[src/design/fwepc_pkg.sv]
// constants, field layout and types of the flash write/erase/protect controller
// assumes a 16-bit cpu data path and a 32 kbyte flash window (15-bit byte address)
package fwepc_pkg;

	localparam int AW = 15;
	localparam int DW = 16;

	// control register bit positions
	localparam int FCR_FWE     = 0;
	localparam int FCR_FEE     = 1;
	localparam int FCR_BUSY    = 2;
	localparam int FCR_PROTECTION_ACTIVATION_BIT   = 3;
	localparam int FCR_VPPOK   = 4;
	localparam int FCR_CK_LO   = 5;
	localparam int FCR_CK_HI   = 6;
	localparam int FCR_WORD_PAIR_SELECT    = 7;
	localparam int FCR_BE_LO   = 8;
	localparam int FCR_BE_HI   = 9;
	localparam int FCR_VPPFAIL = 11;
	localparam int FCR_EVM     = 12;
	localparam int FCR_PVM     = 13;
	localparam int FCR_WMSET   = 15;

	localparam logic PROTECTION_ACTIVATION_BIT_RST = 1'b1;

	// pulse lengths are 2^exp cpu clock cycles
	localparam int PULSE_EXP0 = 7;
	localparam int PULSE_EXP1 = 11;
	localparam int PULSE_EXP2 = 15;
	localparam int PULSE_EXP3 = 18;

	localparam logic [AW-1:0] BANK0_LO = 15'h0000;
	localparam logic [AW-1:0] BANK0_HI = 15'h2fff;
	localparam logic [AW-1:0] BANK1_LO = 15'h3000;
	localparam logic [AW-1:0] BANK1_HI = 15'h5fff;
	localparam logic [AW-1:0] BANK2_LO = 15'h6000;
	localparam logic [AW-1:0] BANK2_HI = 15'h77ff;
	localparam logic [AW-1:0] BANK3_LO = 15'h7800;
	localparam logic [AW-1:0] BANK3_HI = 15'h7fff;

	localparam logic [1:0]    SEL_WORD = 2'h3;
	localparam logic [DW-1:0] RD_NONE  = 16'h0000;

	typedef enum logic [1:0] {
		OP_IDLE = 2'h0,
		OP_HALF = 2'h1,
		OP_BUSY = 2'h3
	} fwepc_op_t;

endpackage

[src/design/fwepc_top.sv]
// flash write/erase sequencer with read protection, one wishbone classic slave
// assumes the cpu marks each access as direct or indirect, as fetch or data,
// and whether the issuing instruction runs from flash; flash array reads
// answer combinationally on flash_addr_o one cycle after it is set
//
// Contract
// erase_select and write_enable_bit both set arm a bank erase, not started.
// erase pulse generated internally, width from pulse_timer_setting.
// software keeps erase pulse under 20 ms and total per bank under 30 s.
// erase starts only on indirect write whose even address equals the data.
// starting command sets operation_in_progress_flag; it clears when done.
// erase completion enters erase_verify_mode automatically.
// software programs the bank to all zeros before erasing.
// erase_select 0 with write_enable_bit 1 arms programming, word_pair_select picks form.
// software keeps program pulse at most 200 us, total per cell 2.5 ms.
// single-word mode starts on one indirect write, address and data given.
// pair mode latches first write, starts on second to same doubleword.
// program completion enters program_verify_mode automatically.
// verify modes read against margin; host reads twice 4 us apart.
// software accepts erased ffff or programmed value on second verify read.
// write_enable_bit written 0 leaves program/erase mode to non-verify mode.
// non-verify mode serves ordinary reads; not while program/erase armed.
// protection blocks data accesses and branches into flash from outside.
// no erase or programming while protection is active.
// protection active only when fuse and activation bit are both one.
// fuse bit once one stays one; erase never touches it.
// standard-mode direct write changes only activation bit, from flash code.
// reset sets protection_activation_bit.
// writing mode entered by dummy direct write then matching indirect write.
// in writing mode direct even access hits register, indirect hits cell.
// timer codes give 2^7, 2^11, 2^15, 2^18 cycle pulses.
// bank codes 0..3 select the four documented address ranges.
//
// The implementer's own choices: the address map and register access over Wishbone.
module fwepc_top
	import fwepc_pkg::*;
#(
	parameter int P_EXP0 = PULSE_EXP0,
	parameter int P_EXP1 = PULSE_EXP1,
	parameter int P_EXP2 = PULSE_EXP2,
	parameter int P_EXP3 = PULSE_EXP3
) (
	input  wire logic          clk_i,             // cpu clock
	input  wire logic          rst_i,             // async reset, high
	input  wire logic          wb_cyc_i,          // bus cycle
	input  wire logic          wb_stb_i,          // strobe
	input  wire logic          wb_we_i,           // write
	input  wire logic [AW-1:0] wb_adr_i,          // flash byte address
	input  wire logic [1:0]    wb_sel_i,          // byte lanes
	input  wire logic [DW-1:0] wb_dat_i,          // write data
	output logic      [DW-1:0] wb_dat_o,          // read data
	output logic               wb_ack_o,          // done
	output logic               wb_err_o,          // refused
	input  wire logic          acc_direct_i,      // direct addressing
	input  wire logic          acc_fetch_i,       // fetch or branch target
	input  wire logic          acc_from_flash_i,  // issuer runs from flash
	input  wire logic          protection_fuse_i, // fuse cell state
	input  wire logic          vpp_ok_i,          // vpp above threshold
	input  wire logic [DW-1:0] flash_rdata_i,     // array read data
	output logic      [AW-1:0] flash_addr_o,      // array address
	output logic               flash_rd_o,        // array read strobe
	output logic      [31:0]   flash_wdata_o,     // program data hi:lo
	output logic               flash_pair_o,      // program both words
	output logic               flash_prog_o,      // program pulse
	output logic               flash_erase_o,     // erase pulse
	output logic      [1:0]    flash_bank_o,      // bank being erased
	output logic      [AW-1:0] flash_erase_lo_o,  // erase range start
	output logic      [AW-1:0] flash_erase_hi_o,  // erase range end
	output logic               flash_margin_o,    // margin read level
	output logic               prot_active_o,     // protection on
	output logic               writing_mode_o     // writing mode on
);

	localparam int CW = P_EXP3 + 1;

	if (P_EXP0 < 1 || P_EXP1 <= P_EXP0 || P_EXP2 <= P_EXP1 ||
		P_EXP3 <= P_EXP2 || P_EXP3 > 30) begin : g_bad_exp
		$error("fwepc_top: pulse exponents must rise and stay below 31");
	end

	function automatic logic [CW-1:0] pulse_last(input logic [1:0] code);
		logic [CW-1:0] one;
		one = {{(CW-1){1'b0}}, 1'b1};
		case (code)
			2'h0:    pulse_last = (one << P_EXP0) - one;
			2'h1:    pulse_last = (one << P_EXP1) - one;
			2'h2:    pulse_last = (one << P_EXP2) - one;
			default: pulse_last = (one << P_EXP3) - one;
		endcase
	endfunction

	function automatic logic [2*AW-1:0] bank_range(input logic [1:0] code);
		case (code)
			2'h0:    bank_range = {BANK0_HI, BANK0_LO};
			2'h1:    bank_range = {BANK1_HI, BANK1_LO};
			2'h2:    bank_range = {BANK2_HI, BANK2_LO};
			default: bank_range = {BANK3_HI, BANK3_LO};
		endcase
	endfunction

	// latched bus request
	logic          pend;
	logic          q_we;
	logic          q_dir;
	logic          q_ff;
	logic [AW-1:0] q_adr;
	logic [1:0]    q_sel;
	logic [DW-1:0] q_dat;

	// control register state
	logic       write_enable_bit;
	logic       fee;
	logic [1:0] pulse_timer_setting;
	logic       word_pair_select;
	logic [1:0] be;
	logic       protection_activation_bit;
	logic       wmode;
	logic       vppfail;
	logic       erase_verify_mode;
	logic       program_verify_mode;
	logic       fuse;

	// sequencing
	logic          unlock_arm;
	logic [DW-1:0] unlock_val;
	fwepc_op_t     op;
	fwepc_op_t     next_op;
	logic [CW-1:0] cnt;
	logic          op_erase;
	logic [DW-1:0] pair_lo;
	logic [AW-3:0] pair_adr;

	// decode of the latched request
	wire req      = wb_cyc_i & wb_stb_i & ~pend & ~wb_ack_o & ~wb_err_o;
	wire busy     = (op == OP_BUSY);
	wire verify   = erase_verify_mode | program_verify_mode;
	wire prot     = fuse & protection_activation_bit;
	wire blocked  = prot & ~q_ff;
	wire is_fcr   = wmode & q_dir;
	wire adr_dat  = ({1'b0, q_adr} == q_dat);
	wire bad_shp  = wmode & (q_adr[0] | (q_sel != SEL_WORD));
	wire bad_busy = wmode & ~q_dir & ~q_we & busy;
	wire refuse   = blocked | bad_shp | bad_busy;
	wire ok       = pend & ~refuse;
	wire fcr_wr   = ok & is_fcr & q_we & ~busy;
	wire std_dwr  = ok & ~wmode & q_dir & q_we;
	wire unlock_hit = ok & ~wmode & unlock_arm & ~q_dir & q_we &
		~q_adr[0] & adr_dat & (q_dat == unlock_val);

	// a command is an indirect write while armed; protection suppresses it
	wire cmd      = ok & wmode & ~q_dir & q_we & write_enable_bit & ~prot & ~busy;
	wire erase_go = cmd & fee & adr_dat;
	wire word_go  = cmd & ~fee & ~word_pair_select;
	wire pair_go  = cmd & ~fee & word_pair_select & (op == OP_HALF) &
		(q_adr[AW-1:2] == pair_adr);
	wire half_go  = cmd & ~fee & word_pair_select & ~pair_go;
	wire start    = erase_go | word_go | pair_go;
	wire pulse_end = busy & (cnt == {CW{1'b0}});

	// leaving program/erase mode drops the verify level as well
	wire vfy_clr  = start | (fcr_wr & (~q_dat[FCR_FWE] | ~q_dat[FCR_WMSET]));

	logic [DW-1:0] fcr_rd;
	always_comb begin
		fcr_rd = RD_NONE;
		fcr_rd[FCR_FWE] = write_enable_bit;
		fcr_rd[FCR_FEE] = fee;
		fcr_rd[FCR_BUSY] = busy;
		fcr_rd[FCR_VPPOK] = vpp_ok_i;
		fcr_rd[FCR_CK_HI:FCR_CK_LO] = pulse_timer_setting;
		fcr_rd[FCR_WORD_PAIR_SELECT] = word_pair_select;
		fcr_rd[FCR_BE_HI:FCR_BE_LO] = be;
		fcr_rd[FCR_VPPFAIL] = vppfail;
		fcr_rd[FCR_EVM] = erase_verify_mode;
		fcr_rd[FCR_PVM] = program_verify_mode;
		fcr_rd[FCR_WMSET] = wmode;
	end

	// armed but not yet verifying gives no cell data
	wire no_read = wmode & write_enable_bit & ~verify;
	wire [DW-1:0] rd_mux = is_fcr  ? fcr_rd :
	                       no_read ? RD_NONE : flash_rdata_i;

	always_comb begin
		next_op = op;
		case (op)
			OP_IDLE: begin
				if (start)
					next_op = OP_BUSY;
				else if (half_go)
					next_op = OP_HALF;
			end
			OP_HALF: begin
				// any other access between the two halves abandons the pair
				if (pair_go)
					next_op = OP_BUSY;
				else if (half_go)
					next_op = OP_HALF;
				else if (pend)
					next_op = OP_IDLE;
			end
			OP_BUSY: begin
				if (pulse_end)
					next_op = OP_IDLE;
			end
			default: next_op = OP_IDLE;
		endcase
	end

	// bus front end: take, then answer one cycle later
	always_ff @(posedge clk_i or posedge rst_i) begin
		if (rst_i) begin
			pend  <= 1'b0;
			q_we  <= 1'b0;
			q_dir <= 1'b0;
			q_ff  <= 1'b0;
			q_adr <= '0;
			q_sel <= '0;
			q_dat <= '0;
		end else begin
			pend <= req;
			if (req) begin
				q_we  <= wb_we_i;
				q_dir <= acc_direct_i;
				q_ff  <= acc_from_flash_i;
				q_adr <= wb_adr_i;
				q_sel <= wb_sel_i;
				q_dat <= wb_dat_i;
			end
		end
	end

	always_ff @(posedge clk_i or posedge rst_i) begin
		if (rst_i) begin
			wb_ack_o <= 1'b0;
			wb_err_o <= 1'b0;
			wb_dat_o <= RD_NONE;
		end else begin
			wb_ack_o <= ok;
			wb_err_o <= pend & refuse;
			if (ok & ~q_we)
				wb_dat_o <= rd_mux;
		end
	end

	// fetches carry no special path: a fetch is checked like a data access
	wire unused_fetch = acc_fetch_i;

	// fuse is sampled after release so reset itself loads only a constant
	always_ff @(posedge clk_i or posedge rst_i) begin
		if (rst_i)
			fuse <= 1'b0;
		else
			fuse <= fuse | protection_fuse_i | (unused_fetch & 1'b0);
	end

	always_ff @(posedge clk_i or posedge rst_i) begin
		if (rst_i)
			protection_activation_bit <= PROTECTION_ACTIVATION_BIT_RST;
		else if (fcr_wr | (std_dwr & q_ff))
			protection_activation_bit <= q_dat[FCR_PROTECTION_ACTIVATION_BIT];
	end

	always_ff @(posedge clk_i or posedge rst_i) begin
		if (rst_i) begin
			unlock_arm <= 1'b0;
			unlock_val <= '0;
		end else if (pend) begin
			unlock_arm <= std_dwr & ~q_adr[0];
			unlock_val <= q_dat;
		end
	end

	// writing mode and mode bits; the other bits ignore standard-mode writes
	always_ff @(posedge clk_i or posedge rst_i) begin
		if (rst_i) begin
			wmode <= 1'b0;
			write_enable_bit   <= 1'b0;
			fee   <= 1'b0;
			pulse_timer_setting <= '0;
			word_pair_select  <= 1'b0;
			be    <= '0;
		end else if (unlock_hit) begin
			wmode <= 1'b1;
		end else if (fcr_wr) begin
			wmode <= q_dat[FCR_WMSET];
			write_enable_bit   <= q_dat[FCR_FWE] & q_dat[FCR_WMSET];
			fee   <= q_dat[FCR_FEE];
			pulse_timer_setting <= q_dat[FCR_CK_HI:FCR_CK_LO];
			word_pair_select  <= q_dat[FCR_WORD_PAIR_SELECT];
			be    <= q_dat[FCR_BE_HI:FCR_BE_LO];
		end
	end

	// verify levels: completion set wins over a clear in the same cycle
	always_ff @(posedge clk_i or posedge rst_i) begin
		if (rst_i) begin
			erase_verify_mode <= 1'b0;
			program_verify_mode <= 1'b0;
		end else if (pulse_end) begin
			erase_verify_mode <= op_erase;
			program_verify_mode <= ~op_erase;
		end else if (vfy_clr) begin
			erase_verify_mode <= 1'b0;
			program_verify_mode <= 1'b0;
		end
	end

	always_ff @(posedge clk_i or posedge rst_i) begin
		if (rst_i)
			vppfail <= 1'b0;
		else if (busy & ~vpp_ok_i)
			vppfail <= 1'b1;
		else if (start)
			vppfail <= 1'b0;
	end

	// operation sequencer and pulse timer
	always_ff @(posedge clk_i or posedge rst_i) begin
		if (rst_i) begin
			op  <= OP_IDLE;
			cnt <= '0;
		end else begin
			op <= next_op;
			if (start)
				cnt <= pulse_last(pulse_timer_setting);
			else if (busy & ~pulse_end)
				cnt <= cnt - {{(CW-1){1'b0}}, 1'b1};
		end
	end

	always_ff @(posedge clk_i or posedge rst_i) begin
		if (rst_i) begin
			pair_lo  <= '0;
			pair_adr <= '0;
		end else if (half_go) begin
			pair_lo  <= q_dat;
			pair_adr <= q_adr[AW-1:2];
		end
	end

	always_ff @(posedge clk_i or posedge rst_i) begin
		if (rst_i) begin
			op_erase      <= 1'b0;
			flash_prog_o  <= 1'b0;
			flash_erase_o <= 1'b0;
			flash_pair_o  <= 1'b0;
			flash_wdata_o <= '0;
		end else if (start) begin
			op_erase      <= erase_go;
			flash_prog_o  <= ~erase_go;
			flash_erase_o <= erase_go;
			flash_pair_o  <= pair_go;
			flash_wdata_o <= pair_go ? {q_dat, pair_lo} : {RD_NONE, q_dat};
		end else if (pulse_end) begin
			flash_prog_o  <= 1'b0;
			flash_erase_o <= 1'b0;
		end
	end

	always_ff @(posedge clk_i or posedge rst_i) begin
		if (rst_i) begin
			flash_bank_o     <= '0;
			flash_erase_lo_o <= '0;
			flash_erase_hi_o <= '0;
		end else if (erase_go) begin
			flash_bank_o <= be;
			{flash_erase_hi_o, flash_erase_lo_o} <= bank_range(be);
		end
	end

	wire [2*AW-1:0] erase_rng = bank_range(be);

	// the array address follows the bus except while a pulse is applied
	always_ff @(posedge clk_i or posedge rst_i) begin
		if (rst_i) begin
			flash_addr_o <= '0;
			flash_rd_o   <= 1'b0;
		end else begin
			flash_rd_o <= req & ~wb_we_i & ~busy;
			if (start)
				flash_addr_o <= erase_go ? erase_rng[AW-1:0] :
				                pair_go  ? {pair_adr, 2'h0} : q_adr;
			else if (req & ~busy)
				flash_addr_o <= wb_adr_i;
		end
	end

	// settle time between the two verify reads is left to software
	assign flash_margin_o = verify;
	assign prot_active_o  = prot;
	assign writing_mode_o = wmode;

endmodule

[config.mk]
export PLATFORM = sky130hd
export DESIGN_NAME = fwepc_top
export DESIGN_NICKNAME = d
export VERILOG_FILES = /design/src/design/fwepc_pkg.sv /design/src/design/fwepc_top.sv
export SDC_FILE = /design/constraint.sdc
export NUM_CORES = 1
export LEC_CHECK = 0
export BUFFER_PORTS_ARGS = -buffer_cell sky130_fd_sc_hd__buf_4
export CELL_PAD_IN_SITES_DETAIL_PLACEMENT = 0
export CELL_PAD_IN_SITES_GLOBAL_PLACEMENT = 1
export CORE_ASPECT_RATIO = 1.5
export CORE_UTILIZATION = 40
export DETAILED_ROUTE_END_ITERATION = 12
export GPL_ROUTABILITY_DRIVEN = 1
export PLACE_DENSITY = 0.74
export SYNTH_ARGS = -nofsm -noshare
export SYNTH_HDL_FRONTEND = slang
export SYNTH_SLANG_ARGS = --single-unit
[constraint.sdc]
create_clock -name clk_i -period 10.6 [get_ports clk_i]
set_input_delay 1.06 -clock clk_i [delete_from_list [all_inputs] [get_ports clk_i]]
set_output_delay 1.06 -clock clk_i [all_outputs]
set_load 0.02 [all_outputs]
After elaboration in Yosys (flattened, before gate mapping)
Cells that the tools add are included.

word-level totals
  register bits = 219
  memory bits (read-only) = 0
  input bits = 59
  output and inout port bits = 104
  latch bits = 0
  memory bits (writable) = 0
  memories kept = 0

operators by class
  add/sub/neg operators = 1
  bitwise logic cells = 85
  muxes and demuxes = 28
  multiply operators = 0
  shift operators = 0
  div/mod/pow operators = 0
  magnitude comparators = 0
  reduce and logical (&&, ||, !) cells = 12
  equality and inequality tests = 13

operator list
  cell                     count
  $pmux W30 S3             1
  $mux W15                 4
  $pmux W18 S3             1
  $and A1 B1 Y1            52
  $mux W19                 2
  $mux W16                 2
  $mux W32                 1
  $not A1 Y1               23
  $logic_not A19 Y1        1
  $sub A19 B1 Y19 const B  1
  $eq A15 B16 Y1           1
  $eq A16 B16 Y1           1
  $eq A13 B13 Y1           1
  $mux W2                  6
  $reduce_bool A2 Y1       6
  $mux W1                  10
  $or A1 B1 Y1             10
  $eq A2 B1 Y1 const B     3
  $eq A2 B2 Y1 const B     3
  $logic_not A2 Y1         3
  $pmux W2 S3              1
  $ne A4 B4 Y1 const B     1
  $ne A3 B3 Y1 const B     1
  $reduce_and A3 Y1        1
  3 further kinds          3

Longest topological paths before layout
  depth after elaboration = 22
  gate-level depth with buffers = 9

Worst setup path after synthesis
Ideal clock, no wire load.

  kind = input-to-reg
  start point = input wb_cyc_i
  end point = register q_adr[10]
  stages = 5
  slack = 8.174 ns
  library setup time = 0.125 ns
  data arrival time = 2.302 ns
  cell sequence = nand2_1 > nor4_1 > clkbuf_1 > buf_2 > mux2_2

between the ends
  word-level cells in the longest chain between the ends = 4

RTL lines
  item                         line              text
  from (decl)                  fwepc_top.sv:45   input wire logic wb_cyc_i,
  $and A1 B1 Y1 (4 in series)  fwepc_top.sv:134  wire req = wb_cyc_i & wb_stb_i & ~pend & ~wb_ack_o & ~wb_err_o;
  to (signal assigned)         fwepc_top.sv:226  q_adr <= wb_adr_i;
  to (decl)                    fwepc_top.sv:106  logic [AW-1:0] q_adr;

No other way between the ends.
A chain may end at the register's enable or synchronous reset.

Final worst setup path
  start point = register q_dat[9]
  end point = register flash_erase_lo_o[14]

between the ends
  word-level cells in the longest chain between the ends = 2

RTL lines
  item                    line              text
  from (decl)             fwepc_top.sv:108  logic [DW-1:0] q_dat;
  from (signal assigned)  fwepc_top.sv:228  q_dat <= wb_dat_i;
  $eq A15 B16 Y1          fwepc_top.sv:140  wire adr_dat = ({1'b0, q_adr} == q_dat);
  $and A1 B1 Y1           fwepc_top.sv:152  wire erase_go = cmd & fee & adr_dat;
  to (signal assigned)    fwepc_top.sv:368  {flash_erase_hi_o, flash_erase_lo_o} <= bank_range(be);
  to (decl)               fwepc_top.sv:67   output logic [AW-1:0] flash_erase_lo_o,

No other way between the ends.

==> flow_summary.toml <==
[timing]
finalHoldViolCount = 0
setup_viol = 0
fmax_ghz = 0.3218
worst_slew_pin_slew_ns = 1.054
finalMaxSlewViolations = 0
fin_crit_ns = 3.108
max_slew_margin_pct = 29.67
skew_ns = 0.01116
timing.hold.ws_ns = 0.4773
rsz0062_at_grt = "false"
timing.setup.tns_ns = 0
finalCritPeriodShare_pct = 29.32

[synthesis]
seq_area_frac_synth_pct = 54.82
ys.warnings.count = 0
synthCells = 758
synthFlopType = "dfrtp_1"
synth_top_cell_area_share_pct = 54.52
synth_edf_count = 0
async_reset_ff_share_pct = 100.0
synthTopCellsByArea = "dfrtp_1 55%, mux2_2 12%, xnor2_1 4.7%"
syn_avg_cell_area_um2 = 11.81
syn_area_mm2 = 0.008950
netlist-cell-type-count = 56
synth_area_leader_cell = "dfrtp_1"
ys_ff_latch = 196

[power]
powerDensity_mw_per_mm2 = 195.2
p_leak_nw = 5.015
worst_ir_drop_vdd_mv = 0.1339

[finish]
fin_util_pct = 48.82
fill_cells = 2045
diodes = 0
nNetsFinal = 930
multi_input_area_mm2 = 0.003585
regArea_mm2 = 0.004906
area_growth_pct = 18.92
layout-drive-gt1-share_pct = 33.64

[die]
pin_count = 163
initial_core_util_pct = 41.05
die_y_um = 185.2
die-area_mm2 = 0.02299
coreArea_mm2 = 0.02180
fp.dieW_um = 124.1
rows = 66

[clock_tree]
cts_sinks = 196
cts_buffers = 17
clk_latency_ns = 0.44
cts-root-buf = "clkbuf_16"
postCtsSetupRepairBufs = 0
cts.htree.levels = 4
clk_path_buf_depth = 2
cts_tree = "yes"
clk_pin_slew_ns = 0.07
hold_buffers = 0
post_cts_resized = 0

[critical_path]
required_ns = 10.93
cp-end-kind = "register"
critPathLaunchType = "register"
cp_max_fo = 20
critPathArrivalTime_ns = 3.44
critPathKind = "register to register"

[placement]
gp_congestion = 0.7642
port_buffers = 150
hpwl_mm = 15.36

[routing]
wl_mm = 22.40
first_iter_violations = 300
ant_nets = 0
vias = 6160
firstDrtPassIters = 4
route.detailed.drc = 0
wl_per_cell_um = 19.39
via_per_inst = 5.333

[global_routing]
antenna_found_initial = 0
grtUsageMet1_pct = 25.28
grt_pass1_wl_mm = 34.67
grt_usage_pct = 20.44
grt_pass1_vias = 6087
grt_use_met3_pct = 3.941
grt.busiest_layer = "met2"
grt_start_max_net_pins = 130
grtUsageMet2_pct = 35.82
grt_overflow = 0

[run]
max_cap_violations = 0

[run_status]
outcome = "completed"

[worst_hold_path]
min_path_type = "register to register"
-- power breakdown --
group          switching [W]  internal, W  total, W
Sequential          0.000146     0.000870   0.00102
Combinational       0.000215     0.000237  0.000452
Clock               0.000300     0.000310  0.000610
-- registers in the layout, indices dropped and copies added (netlist names), 2 cells and up --
register             cells
pair_lo                 16
flash_wdata_o           32
flash_bank_o             2
unlock_val              16
q_dat                   16
flash_erase_hi_o         4
flash_addr_o            15
op                       2
q_adr                   15
be                       2
pulse_timer_setting      2
cnt                     19
pair_adr                13
flash_erase_lo_o         3
q_sel                    2
wb_dat_o                16
-- per-stage QoR --
| step | instances | setup slack [ns] | instance area [µm²] | power, W |
|---|---|---|---|---|
| finish | 1155 | 7.492 | 10640 | 0.002078 |
| global placement | 1123 | 7.420 | 10100 | 0.001482 |
| floorplan | 768 | 4.201 | 8987 | 0.001302 |
| CTS | 1155 | 7.454 | 10640 | 0.002104 |
| global route | 1155 | 7.277 | 10640 | 0.002185 |
| detailed placement | 1123 | 7.411 | 10100 | 0.001492 |
-- cells by family after synthesis --
logic type,count (synthesis),synth area share (%)
flip-flops,196,54.82
buffers and inverters,92,5.676
other,1,0.04190
AO/OA/AOI/OAI,127,9.255
XOR/XNOR,57,5.578
AND/OR/NAND/NOR,163,9.674
adder cells (fa/ha/maj),1,0.1398
multiplexers,121,14.82
-- final cells by class --
type | instances | area share [%]
flip-flops and latches | 196 | 46.10
inverters | 14 | 0.5643
multi-input cells | 480 | 33.68
well taps | 272 | 3.198
clock buffers | 19 | 4.162
clock inverters | 13 | 0.9405
repair buffers | 161 | 11.36
-- metal layers --
layer | routed length (µm) | vias to the layer above | part of all wire, %
met5 | 0 | - | 0
met4 | 280 | 0 | 1.2
met3 | 882 | 17 | 3.9
met2 | 11690 | 128 | 52
met1 | 9546 | 3133 | 43
li1 | - | 2882 | -
-- cell usage after synthesis, drive strengths merged (2+ instances only) --
| cell | number |
|---|---|
| mux2 | 92 |
| nor4 | 12 |
| mux2i | 29 |
| inv | 14 |
| nand2 | 37 |
| or2 | 2 |
| or4 | 3 |
| nand4 | 12 |
| a211oi | 2 |
| a31oi | 4 |
| a21oi | 50 |
| or3 | 3 |
| and2 | 5 |
| xor2 | 9 |
| o21ai | 13 |
| nor3b | 3 |
| xnor2 | 48 |
| nand3b | 2 |
| o31ai | 10 |
| and3 | 4 |
| nor2 | 31 |
| a21o | 3 |
| o22ai | 5 |
| buf | 59 |
| a22oi | 13 |
| dfrtp | 195 |
| nor3 | 29 |
| a22o | 16 |
| nand2b | 2 |
| and4b | 4 |
| o21a | 2 |
| clkbuf | 19 |
| nand3 | 11 |
-- worst max-delay path, cell delays in order (launching register included) --
cell	delay, ns
dfrtp_1	0.66
xnor2_1	0.18
nand4_1	0.13
nor4_2	0.45
and4_1	0.79
buf_4	0.40
mux2_2	0.36
-- path summary, 6_finish.rpt --
| check | start | end | slack, ns | depth (start not counted) |
|---|---|---|---|---|
| max | q_dat[9]$_DFFE_PP0P_ | flash_erase_lo_o[14]$_DFFE_PP0N_ | 7.49 | 6 |
| min | op_erase$_DFFE_PP0P_ | program_verify_mode$_DFFE_PP0P_ | 0.48 | 1 |
| max reg2reg | q_dat[9]$_DFFE_PP0P_ | flash_erase_lo_o[14]$_DFFE_PP0N_ | 7.49 | 6 |
| min reg2reg | op_erase$_DFFE_PP0P_ | program_verify_mode$_DFFE_PP0P_ | 0.48 | 1 |
| max in group asynchronous | rst_i | q_adr[7]$_DFFE_PP0P_ | 8.27 | 3 |
| min in group asynchronous | rst_i | flash_erase_hi_o[11]$_DFFE_PP0N_ | 0.75 | 2 |
-- cells in the final DEF (no fill, tap or decap), drive strengths merged, types with 3 or more instances in the layout --
master	count
nor2	31
nand2	37
clkbuf	19
clkinv	5
xnor2	48
nor3b	3
a22o	16
nor3	29
and3	4
a31oi	4
buf	161
o31ai	10
o21ai	13
and2	5
o22ai	5
nand3	11
and4b	4
xor2	9
dfrtp	195
conb	11
or3	3
mux2	92
a22oi	13
a21oi	50
inv	18
a21o	3
clkinvlp	4
nand4	12
mux2i	29
nor4	12
or4	3
(Power assumes the default switching activity.)
